[src/tcg_defs.svh]
// Purpose: constants of the timer clock generator and interval timer
// Assumes: included by bare name; values used by tcg_top only
// Notes: register indexes are word indexes, byte address is four times the index
// Function
// RULE_01: tick source codes fast, external, slow, capture
// RULE_02: tick prescaler divides by one to four
// RULE_03: capture prescaler divides by two to eight
// RULE_04: capture source fast, external, slow, or stopped
// RULE_05: external means crystal if enabled, else pin
// RULE_06: twelve-bit down counter loaded from reload
// RULE_07: tick after zero is spent reloading
// RULE_08: interrupt request on every reload
// RULE_09: reload readable and writable while counting
// RULE_10: reset config gives 4 MHz and 1 us
// RULE_11: 1024 us timebase counts capture ticks
// RULE_12: software switches sources only while both run
// RULE_13: fast trim offset bits weight 7.5/15/30 kHz
// RULE_14: five-bit gain sets offset step size
// RULE_15: boot code loads trim calibration values
// RULE_16: crystal trim holds gm field and mode
// RULE_17: software uses gm 001 or 011 only
// RULE_18: slow trim bit 7 selects low power
// RULE_19: slow bias 00 mid, 01 high, 10 barred
// RULE_20: slow trim bits 3:0 set frequency
// RULE_21: sleep forces cpu select internal, stops oscillator
// RULE_22: fast oscillator ready three slow cycles later
// RULE_23: software reselects external clock after wake
// RULE_24: selection changes never truncate a tick
// RULE_25: cpu select 0 internal, 1 external
// RULE_26: crystal enable steers external input path
`ifndef TCG_DEFS_SVH
`define TCG_DEFS_SVH

// register word indexes
`define TCG_IDX_CPU_SEL 6'h30
`define TCG_IDX_CFG 6'h31
`define TCG_IDX_CLKIO 6'h32
`define TCG_IDX_FTRIM 6'h34
`define TCG_IDX_XTRIM 6'h35
`define TCG_IDX_STRIM 6'h36
`define TCG_IDX_RLD_LO 6'h38
`define TCG_IDX_RLD_HI 6'h39
`define TCG_IDX_CNT_LO 6'h3a
`define TCG_IDX_CNT_HI 6'h3b

// reset values
`define TCG_CFG_RST 8'h8f
`define TCG_TRIM_RST 8'h00
`define TCG_RLD_RST 12'h000

// source select codes
`define TCG_SRC_FAST 2'h0
`define TCG_SRC_EXT 2'h1
`define TCG_SRC_SLOW 2'h2
`define TCG_SRC_CAP 2'h3
`define TCG_BIAS_BARRED 2'h2

// oscillator input bit positions in the sync vector
`define TCG_OSC_FAST 0
`define TCG_OSC_SLOW 1
`define TCG_OSC_XTAL 2
`define TCG_OSC_PIN 3
`define TCG_OSC_N 4

// synchroniser plus edge stage depth
`define TCG_SYNC_STAGES 3

// timebase: 1024 us at the nominal 4 MHz capture rate
`define TCG_TIMEBASE_US 1024
`define TCG_CAP_NOM_MHZ 4
`define TCG_TB_LAST 12'(`TCG_TIMEBASE_US * `TCG_CAP_NOM_MHZ - 1)

// fast oscillator recovery: three slow oscillator cycles
`define TCG_RECOVER_LAST 2'h2

`endif

[src/tcg_pkg.sv]
// Purpose: types of the timer clock generator
// Assumes: imported whole by tcg_top
// Notes: constants live in tcg_defs.svh
package tcg_pkg;
	// fast oscillator life cycle around sleep
	typedef enum logic [1:0] {FOSC_RUN, FOSC_STOPPED, FOSC_RECOVER} tcg_fosc_state_t;
endpackage

[src/tcg_top.sv]
// Purpose: timer clock sources, prescalers, interval timer, oscillator trims, sleep fallback
// Assumes: oscillator waveforms arrive asynchronously and are far slower than REF_CLK
// Notes: every derived clock is a one-cycle enable pulse on REF_CLK
`timescale 1ns/100ps
`include "tcg_defs.svh"
module tcg_top import tcg_pkg::*; (
	input wire logic REF_CLK, // 250 MHz system clock
	input wire logic RST, // synchronous reset, active high
	input wire logic PSEL, // apb select
	input wire logic PENABLE, // apb access phase
	input wire logic PWRITE, // apb direction, high for write
	input wire logic [7:0] PADDR, // apb byte address
	input wire logic [31:0] PWDATA, // apb write data
	output logic [31:0] PRDATA, // apb read data
	output logic PREADY, // apb ready
	output logic PSLVERR, // apb error on unmapped address
	input wire logic FAST_OSC_IN, // internal 24 MHz oscillator waveform
	input wire logic SLOW_OSC_IN, // internal 32 kHz oscillator waveform
	input wire logic XTAL_OSC_IN, // crystal oscillator output
	input wire logic EXT_CLK_PIN, // raw external clock pin input
	input wire logic SLEEP_REQ, // processor sleep state, level
	output logic CAPTURE_TICK, // capture base clock enable pulse
	output logic INTERVAL_TICK, // interval tick clock enable pulse
	output logic TIMEBASE_TICK, // 1024 us timebase pulse
	output logic INTERVAL_IRQ, // interrupt pulse on reload
	output logic CPU_CLK_SEL, // processor clock select, 1 external
	output logic XTAL_EN, // crystal oscillator enable
	output logic FAST_OSC_EN, // fast oscillator run enable
	output logic FAST_OSC_READY, // fast oscillator recovered
	output logic [2:0] FAST_TRIM_OFFSET, // fast oscillator fine offset
	output logic [4:0] FAST_TRIM_GAIN, // fast oscillator offset gain
	output logic [2:0] XTAL_GM, // crystal amplifier transconductance
	output logic XTAL_TEST_MODE, // crystal fixed maximum bias mode
	output logic SLOW_LOW_POWER, // slow oscillator low power mode
	output logic [1:0] SLOW_BIAS, // slow oscillator bias, 00 mid, 01 high
	output logic [3:0] SLOW_FREQ_TRIM // slow oscillator frequency trim
);

	// oscillator synchronisers and edge detection
	logic [`TCG_OSC_N-1:0] osc_s1_q; // first stage, read only by second
	logic [`TCG_OSC_N-1:0] osc_s2_q; // second stage
	logic [`TCG_OSC_N-1:0] osc_s3_q; // previous level for edge detect
	logic [`TCG_OSC_N-1:0] osc_edge; // one pulse per rising edge
	logic [`TCG_SYNC_STAGES-1:0] sync_fill_q; // ones walk in after reset

	// registers
	logic [7:0] cfg_q; // timer clock configuration
	logic cpu_sel_q; // processor clock select
	logic xtal_en_q; // crystal enable
	logic [7:0] ftrim_q; // fast oscillator trim
	logic [2:0] xgm_q; // crystal transconductance
	logic xmode_q; // crystal mode
	logic slow_lp_q; // slow low power
	logic [1:0] slow_bias_q; // slow bias
	logic [3:0] slow_freq_q; // slow frequency trim
	logic [11:0] reload_q; // interval reload value
	logic [11:0] ival_cnt_q; // interval down counter

	// bus signals
	logic [5:0] idx; // word index
	logic access; // completing access phase
	logic wr_en; // write takes effect now
	logic [7:0] rd_data; // read mux
	logic rd_err; // address is unmapped
	logic pready_q; // registered ready
	logic [31:0] prdata_q; // registered read data
	logic pslverr_q; // registered error

	// clock generation
	logic ext_edge; // external source pulse
	logic cap_src; // selected capture source pulse
	logic itk_src; // selected interval source pulse
	logic [2:0] cap_div_cnt_q; // capture prescaler count
	logic [2:0] cap_last; // capture prescaler terminal count
	logic [1:0] itk_div_cnt_q; // interval prescaler count
	logic cap_tick_q; // capture tick pulse
	logic itk_tick_q; // interval tick pulse
	logic irq_q; // reload interrupt pulse
	logic [11:0] tb_cnt_q; // timebase counter
	logic tb_tick_q; // timebase pulse
	logic cfg_wr; // configuration written

	// sleep handling
	tcg_fosc_state_t fosc_q; // fast oscillator state
	logic [1:0] rec_cnt_q; // slow edges seen during recovery
	logic fosc_en_q; // fast oscillator enable
	logic fosc_rdy_q; // fast oscillator ready

	// the edge stage starts from a reset value, not a real sample; a pin that
	// is high at release would look like a rising edge, so edges wait until
	// every stage holds a real sample
	always_ff @(posedge REF_CLK) begin
		if (RST)
			sync_fill_q <= '0;
		else
			sync_fill_q <= {sync_fill_q[`TCG_SYNC_STAGES-2:0], 1'b1};
	end

	// two flops before any logic, then a third for the edge
	genvar g;
	generate
		for (g = 0; g < `TCG_OSC_N; g++) begin : g_sync
			always_ff @(posedge REF_CLK) begin
				if (RST) begin
					osc_s1_q[g] <= 1'b0;
					osc_s2_q[g] <= 1'b0;
					osc_s3_q[g] <= 1'b0;
				end else begin
					osc_s1_q[g] <= g == `TCG_OSC_FAST ? FAST_OSC_IN :
						g == `TCG_OSC_SLOW ? SLOW_OSC_IN :
						g == `TCG_OSC_XTAL ? XTAL_OSC_IN : EXT_CLK_PIN;
					osc_s2_q[g] <= osc_s1_q[g];
					osc_s3_q[g] <= osc_s2_q[g];
				end
			end
			assign osc_edge[g] = osc_s2_q[g] & ~osc_s3_q[g] & sync_fill_q[`TCG_SYNC_STAGES-1];
		end
	endgenerate

	// apb decode: zero wait states, ready rises in the access phase
	assign idx = PADDR[7:2];
	assign access = PSEL & PENABLE & pready_q;
	assign wr_en = access & PWRITE & ~rd_err;
	assign cfg_wr = wr_en & (idx == `TCG_IDX_CFG);

	// read mux, reserved bits read zero
	always_comb begin
		rd_data = 8'h00;
		rd_err = 1'b0;
		case (idx)
			`TCG_IDX_CPU_SEL: rd_data = {7'h00, cpu_sel_q};
			`TCG_IDX_CFG: rd_data = cfg_q;
			`TCG_IDX_CLKIO: rd_data = {4'h0, xtal_en_q, 3'h0};
			`TCG_IDX_FTRIM: rd_data = ftrim_q;
			`TCG_IDX_XTRIM: rd_data = {3'h0, xgm_q, 1'b0, xmode_q};
			`TCG_IDX_STRIM: rd_data = {slow_lp_q, 1'b0, slow_bias_q, slow_freq_q};
			`TCG_IDX_RLD_LO: rd_data = reload_q[7:0]; // RULE_09
			`TCG_IDX_RLD_HI: rd_data = {4'h0, reload_q[11:8]}; // RULE_09
			`TCG_IDX_CNT_LO: rd_data = ival_cnt_q[7:0];
			`TCG_IDX_CNT_HI: rd_data = {4'h0, ival_cnt_q[11:8]};
			default: rd_err = 1'b1; // unmapped answers with an error
		endcase
	end

	// bus answer flops, loaded in the setup cycle
	always_ff @(posedge REF_CLK) begin
		if (RST) begin
			pready_q <= 1'b0;
			prdata_q <= 32'h0000_0000;
			pslverr_q <= 1'b0;
		end else begin
			pready_q <= PSEL & ~PENABLE;
			if (PSEL & ~PENABLE) begin
				prdata_q <= PWRITE ? 32'h0000_0000 : {24'h00_0000, rd_data};
				pslverr_q <= rd_err;
			end else begin
				pslverr_q <= 1'b0;
			end
		end
	end

	// configuration and processor select registers
	always_ff @(posedge REF_CLK) begin
		if (RST) begin
			cfg_q <= `TCG_CFG_RST; // RULE_10
			cpu_sel_q <= 1'b0;
			xtal_en_q <= 1'b0;
		end else begin
			if (cfg_wr)
				cfg_q <= PWDATA[7:0];
			// sleep overrides any select write in the same cycle
			if (SLEEP_REQ)
				cpu_sel_q <= 1'b0; // RULE_21
			else if (wr_en && idx == `TCG_IDX_CPU_SEL)
				cpu_sel_q <= PWDATA[0]; // RULE_25
			if (wr_en && idx == `TCG_IDX_CLKIO)
				xtal_en_q <= PWDATA[3]; // RULE_26
		end
	end

	// trim registers: reset to zero here, boot code must load calibration
	always_ff @(posedge REF_CLK) begin
		if (RST) begin
			ftrim_q <= `TCG_TRIM_RST; // RULE_15
			xgm_q <= 3'h0;
			xmode_q <= 1'b0;
			slow_lp_q <= 1'b0;
			slow_bias_q <= 2'h0;
			slow_freq_q <= 4'h0;
		end else if (wr_en) begin
			if (idx == `TCG_IDX_FTRIM)
				ftrim_q <= PWDATA[7:0]; // RULE_13 RULE_14
			if (idx == `TCG_IDX_XTRIM) begin
				xgm_q <= PWDATA[4:2]; // RULE_16
				xmode_q <= PWDATA[0]; // RULE_16
			end
			if (idx == `TCG_IDX_STRIM) begin
				slow_lp_q <= PWDATA[7]; // RULE_18
				slow_freq_q <= PWDATA[3:0]; // RULE_20
				// the barred bias code would stall the oscillator, keep the old one
				if (PWDATA[5:4] != `TCG_BIAS_BARRED)
					slow_bias_q <= PWDATA[5:4]; // RULE_19
			end
		end
	end

	// reload register, bytes written separately while counting
	always_ff @(posedge REF_CLK) begin
		if (RST) begin
			reload_q <= `TCG_RLD_RST;
		end else if (wr_en) begin
			if (idx == `TCG_IDX_RLD_LO)
				reload_q[7:0] <= PWDATA[7:0]; // RULE_09
			if (idx == `TCG_IDX_RLD_HI)
				reload_q[11:8] <= PWDATA[3:0]; // RULE_09
		end
	end

	// external source: crystal while enabled, else the raw pin
	assign ext_edge = xtal_en_q ? osc_edge[`TCG_OSC_XTAL] : osc_edge[`TCG_OSC_PIN]; // RULE_05 RULE_26

	// capture source select, code 11 stops the clock
	always_comb begin
		case (cfg_q[5:4])
			`TCG_SRC_FAST: cap_src = osc_edge[`TCG_OSC_FAST]; // RULE_04
			`TCG_SRC_EXT: cap_src = ext_edge; // RULE_04
			`TCG_SRC_SLOW: cap_src = osc_edge[`TCG_OSC_SLOW]; // RULE_04
			`TCG_SRC_CAP: cap_src = 1'b0; // RULE_04
		endcase
	end

	// interval source select, code 11 takes the capture tick
	always_comb begin
		case (cfg_q[1:0])
			`TCG_SRC_FAST: itk_src = osc_edge[`TCG_OSC_FAST]; // RULE_01
			`TCG_SRC_EXT: itk_src = ext_edge; // RULE_01
			`TCG_SRC_SLOW: itk_src = osc_edge[`TCG_OSC_SLOW]; // RULE_01
			`TCG_SRC_CAP: itk_src = cap_tick_q; // RULE_01
		endcase
	end

	// capture prescaler: terminal count 2*code+1 gives divide by 2,4,6,8
	assign cap_last = {cfg_q[7:6], 1'b1}; // RULE_03

	// ticks are whole pulses; a config write restarts the prescalers so
	// the first tick after a change is a full period, never a short one
	always_ff @(posedge REF_CLK) begin
		if (RST || cfg_wr) begin
			cap_div_cnt_q <= 3'h0; // RULE_24
			cap_tick_q <= 1'b0;
		end else begin
			cap_tick_q <= 1'b0;
			if (cap_src) begin
				if (cap_div_cnt_q >= cap_last) begin
					cap_div_cnt_q <= 3'h0;
					cap_tick_q <= 1'b1; // RULE_03
				end else begin
					cap_div_cnt_q <= cap_div_cnt_q + 3'h1;
				end
			end
		end
	end

	// interval prescaler: terminal count equals the code, divide by 1..4
	always_ff @(posedge REF_CLK) begin
		if (RST || cfg_wr) begin
			itk_div_cnt_q <= 2'h0; // RULE_24
			itk_tick_q <= 1'b0;
		end else begin
			itk_tick_q <= 1'b0;
			if (itk_src) begin
				if (itk_div_cnt_q >= cfg_q[3:2]) begin
					itk_div_cnt_q <= 2'h0;
					itk_tick_q <= 1'b1; // RULE_02
				end else begin
					itk_div_cnt_q <= itk_div_cnt_q + 2'h1;
				end
			end
		end
	end

	// interval down counter: period is reload plus one ticks
	always_ff @(posedge REF_CLK) begin
		if (RST) begin
			ival_cnt_q <= `TCG_RLD_RST;
			irq_q <= 1'b0;
		end else begin
			irq_q <= 1'b0;
			if (itk_tick_q) begin
				if (ival_cnt_q == 12'h000) begin
					ival_cnt_q <= reload_q; // RULE_07
					irq_q <= 1'b1; // RULE_08
				end else begin
					ival_cnt_q <= ival_cnt_q - 12'h001; // RULE_06
				end
			end
		end
	end

	// timebase counts capture ticks, so it scales with the capture rate
	always_ff @(posedge REF_CLK) begin
		if (RST) begin
			tb_cnt_q <= 12'h000;
			tb_tick_q <= 1'b0;
		end else begin
			tb_tick_q <= 1'b0;
			if (cap_tick_q) begin
				if (tb_cnt_q == `TCG_TB_LAST) begin
					tb_cnt_q <= 12'h000;
					tb_tick_q <= 1'b1; // RULE_11
				end else begin
					tb_cnt_q <= tb_cnt_q + 12'h001; // RULE_11
				end
			end
		end
	end

	// fast oscillator around sleep: stop on entry, ready after three slow edges
	always_ff @(posedge REF_CLK) begin
		if (RST) begin
			fosc_q <= FOSC_RUN;
			rec_cnt_q <= 2'h0;
			fosc_en_q <= 1'b1;
			fosc_rdy_q <= 1'b1;
		end else begin
			unique case (fosc_q)
				FOSC_RUN: begin
					if (SLEEP_REQ) begin
						fosc_q <= FOSC_STOPPED;
						fosc_en_q <= 1'b0; // RULE_21
						fosc_rdy_q <= 1'b0;
					end
				end
				FOSC_STOPPED: begin
					// wake restarts the oscillator at once
					if (!SLEEP_REQ) begin
						fosc_q <= FOSC_RECOVER;
						fosc_en_q <= 1'b1; // RULE_21
						rec_cnt_q <= 2'h0;
					end
				end
				FOSC_RECOVER: begin
					// a new sleep before recovery ends stops it again
					if (SLEEP_REQ) begin
						fosc_q <= FOSC_STOPPED;
						fosc_en_q <= 1'b0;
					end else if (osc_edge[`TCG_OSC_SLOW]) begin
						if (rec_cnt_q == `TCG_RECOVER_LAST) begin
							fosc_q <= FOSC_RUN;
							fosc_rdy_q <= 1'b1; // RULE_22
						end else begin
							rec_cnt_q <= rec_cnt_q + 2'h1; // RULE_22
						end
					end
				end
			endcase
		end
	end

	// outputs, all taken from flops
	assign PRDATA = prdata_q;
	assign PREADY = pready_q;
	assign PSLVERR = pslverr_q;
	assign CAPTURE_TICK = cap_tick_q;
	assign INTERVAL_TICK = itk_tick_q;
	assign TIMEBASE_TICK = tb_tick_q;
	assign INTERVAL_IRQ = irq_q;
	assign CPU_CLK_SEL = cpu_sel_q;
	assign XTAL_EN = xtal_en_q;
	assign FAST_OSC_EN = fosc_en_q;
	assign FAST_OSC_READY = fosc_rdy_q;
	assign FAST_TRIM_OFFSET = ftrim_q[7:5];
	assign FAST_TRIM_GAIN = ftrim_q[4:0];
	assign XTAL_GM = xgm_q;
	assign XTAL_TEST_MODE = xmode_q;
	assign SLOW_LOW_POWER = slow_lp_q;
	assign SLOW_BIAS = slow_bias_q;
	assign SLOW_FREQ_TRIM = slow_freq_q;

endmodule

[config.mk]
export PLATFORM = sky130hd
export DESIGN_NAME = tcg_top
export DESIGN_NICKNAME = d
export VERILOG_FILES = /design/src/tcg_pkg.sv /design/src/tcg_top.sv
export VERILOG_INCLUDE_DIRS = /design/src
export SDC_FILE = /design/constraint.sdc
export NUM_CORES = 1
export LEC_CHECK = 0
export BUFFER_PORTS_ARGS = -buffer_cell sky130_fd_sc_hd__buf_2
export CAP_MARGIN = 20
export CORE_UTILIZATION = 42
export DETAILED_ROUTE_END_ITERATION = 12
export GPL_TIMING_DRIVEN = 0
export PLACE_DENSITY_LB_ADDON = 0.08
export SLEW_MARGIN = 15
export SYNTH_ARGS = -nofsm -noshare
export SYNTH_HDL_FRONTEND = slang
export SYNTH_SLANG_ARGS = --single-unit
[constraint.sdc]
create_clock -name REF_CLK -period 3.9 [get_ports REF_CLK]
set_input_delay 0.39 -clock REF_CLK [delete_from_list [all_inputs] [get_ports REF_CLK]]
set_output_delay 0.39 -clock REF_CLK [all_outputs]
set_load 0.02 [all_outputs]
==> results.cfg <==
[status]
status = completed

[synthesis]
yosys_warnings = 0
synth_ff_type = dfxtp_1
ys_async_sr_fraction_pct = 0
yosys.area_share.simple_pct = 22.0
synth-edff-count = 0
netlist_area_mm2 = 0.00522
synth_top_family_by_area = simple AND/OR/NAND/NOR gates
yosysUniqueCellTypes = 74
synthXorXnorAreaFrac_pct = 1.68
muxShareOfSynthArea_pct = 5.94
synth_fa_ha_area_share_pct = 2.16
synth_compound_area_share_pct = 20.1
synth_cells = 584
avgSynthCellArea_um2 = 8.94
ys_seq_elements = 105
seq_area_frac_synth_pct = 40.3

[critical_path]
required_ns = 4.16
critical_path_class = flop to flop
crit_start = ival_cnt_q[0]$_SDFFE_PP0P_
worst-path-stages = 6
crit_family = simple AND/OR/NAND/NOR gates
timing.reg2reg.setup_slack_ns = 1.89
r2r-start = ival_cnt_q[0]$_SDFFE_PP0P_
crit_arrival_ns = 2.27
critPathBufInv = 1
crit_path_top_delay_cell = or3b_1
setup.worst_path.start_class = flop
crit_chain = inv_1, ha_1, or3b_1, nor4b_4, o21ai_1, a221oi_1
worst_setup_path_end_kind = flop
slowest_delay_ns = 0.45
cp_max_fo = 5
reg2reg_depth = 6

[timing]
rsz0062_at_grt = false
fin_worst_skew_ns = 0.0142
drv_slew = 0
finalSetupViolations = 0
setup_tns_ns = 0
timing.slew.headroom_pct = 49.8
max_freq_mhz = 498
hold_viol = 0
fin_crit_sh_pct = 51.5
tightest_slew_ns = 0.747
fin_hold_ws_ns = 0.240
period_needed_ns = 2.01

[pwr]
vdd_drop_max_uv = 255
p_leak_uw = 0.00237
power_density_mw_per_mm2 = 356

[drt]
first_pass_iters = 5
wirelength_um = 15100
final_antenna_net_count = 0
wl_per_cell_um = 17.8
drc = 0
vias = 4790
via_per_inst = 5.64
drt_iter0_drc = 387

[job]
cap_viol_max_count = 0

[clock_network]
cts_htree_levels = 3
cts_buffer_depth = 2
insertion_delay_ns = 0.36
clkSlewWorstSetupHoldPaths_ns = 0.07
cts_resized = 0
cts_hold_buf = 0
cts_tree = done
cts_sinks = 105
post-cts-setup-buffers = 0
clockRootBuffer = clkbuf_16
cts_buffers = 9

[floorplan]
fp.dieArea_mm2 = 0.0129
initial_utilization_pct = 43.3
fp-row-count = 40
coreArea_mm2 = 0.0121
pin_count = 111
fp.dieW_um = 113
die_h_um = 113

[global_routing]
antenna_found_initial = 0
grt_use_total_pct = 24.0
gr-total-overflow = 0
first_global_vias = 4397
grt_pass1_wl_um = 23700
grt_max_degree = 20

[worst_hold_path]
hold_start = EXT_CLK_PIN
min_path_type = primary input to flop
hold_depth = 2

[cells_and_area]
stdcell_count = 850
fill_cells = 1175
area_growth_pct = 17.2
antenna_cells = 0
final_common_cell = dfxtp_1
drive_above_1_share_pct = 18.8
final_cell_mix = dfxtp_1 (105), buf_2 (65), nand3_1 (40)
finalNetCount = 736

[place]
port_buffers = 59
dp_hpwl_um = 11000
gp_congestion = 0.877
place_inst = 834
state kept, by name, summed over array words and instances, names as in the netlist, 4 cells and up:
register and flops:
ftrim_q 8, SLOW_FREQ_TRIM 4, osc_s2_q 4, tb_cnt_q 12, reload_q 12, osc_s1_q 4
cfg_q 8, PRDATA 8, ival_cnt_q 12, osc_s3_q 4
worst register-to-register path, cell delays in order, from the launching register on:
cell      delay, ns
dfxtp_1        0.35
inv_1          0.13
ha_1           0.17
or3b_1         0.45
nor4b_4        0.38
o21ai_1        0.13
a221oi_1       0.31
metrics by stage:
stage                     total power, µW  cell area [µm²]  util, %  worst slack [ns]
after global routing                 2250             6120     50.7              1.78
after detailed placement             1260             5810     48.2              1.80
after global placement               1260             5810     48.2              1.81
after CTS                            2190             6120     50.7              1.90
final                                2180             6120     50.7              1.89
after floorplan                      1210             5310        -              2.18
cell type report:
cell class	count	area [µm²]	share of cell area, %
sequential	105	2100	34.4
clock buffer	11	253	4.13
timing repair buffer	59	295	4.83
inverter	16	60.1	0.982
tap	168	210	3.44
clock inverter	5	51.3	0.839
buffer	60	349	5.71
multi-input combinational	426	2800	45.7
path summary, 6_finish.rpt:
kind	endpoint
hold reg to reg	osc_s2_q[2]$_SDFF_PP0_
hold / removal	osc_s1_q[3]$_SDFF_PP0_
setup / recovery	ival_cnt_q[9]$_SDFFE_PP0P_
setup reg to reg	ival_cnt_q[9]$_SDFFE_PP0P_
per-layer routing:
| metal | vias up | global-route usage, % | wire length (µm) |
|---|---|---|---|
| met5 | - | 0 | 0 |
| met4 | 0 | 8.95 | 382 |
| met3 | 22 | 5.79 | 1090 |
| met2 | 203 | 36.6 | 6720 |
| met1 | 2272 | 32.9 | 6930 |
| li1 | 2293 | - | - |
Yosys cell counts (all sizes together) (4+ instances only):
cell type / instances / area (µm²)
nor3: 11 / 55.1
nand3: 40 / 200
nor4: 6 / 73.8
ha: 9 / 113
and2: 6 / 37.5
nand2b: 8 / 50.1
o22ai: 5 / 31.3
a221oi: 8 / 70.1
nand2: 31 / 119
o21ai: 34 / 170
o211ai: 6 / 45.0
a21o: 8 / 60.1
a22oi: 7 / 52.6
nor2b: 18 / 113
mux2: 4 / 45.0
mux2i: 22 / 220
o31ai: 5 / 37.5
a211oi: 8 / 65.1
buf: 36 / 259
clkbuf: 24 / 90.1
xor2: 8 / 70.1
dfxtp: 105 / 2100
and3: 6 / 37.5
inv: 16 / 60.1
a21oi: 33 / 165
a22o: 5 / 43.8
nand4: 10 / 68.8
nor2: 36 / 135
a31oi: 5 / 31.3
kinds of logic (layout without fill, tap and decap cells):
logic type	Yosys count	count (layout)
AOI/OAI and AO/OA	155	155
xor gates and xnor gates	10	10
adders and majority gates	9	9
buffers and inverters	76	151
DFF	105	105
muxes	28	28
other	1	24
and+or+nand+nor	200	200
where the power goes:
part           total (µW)  internal [µW]  switching, µW
clock network         938            487            451
registers            1090           1080           5.67
logic                 154           50.5            103
total                2180           1620            559
(Power assumes the default switching activity.)
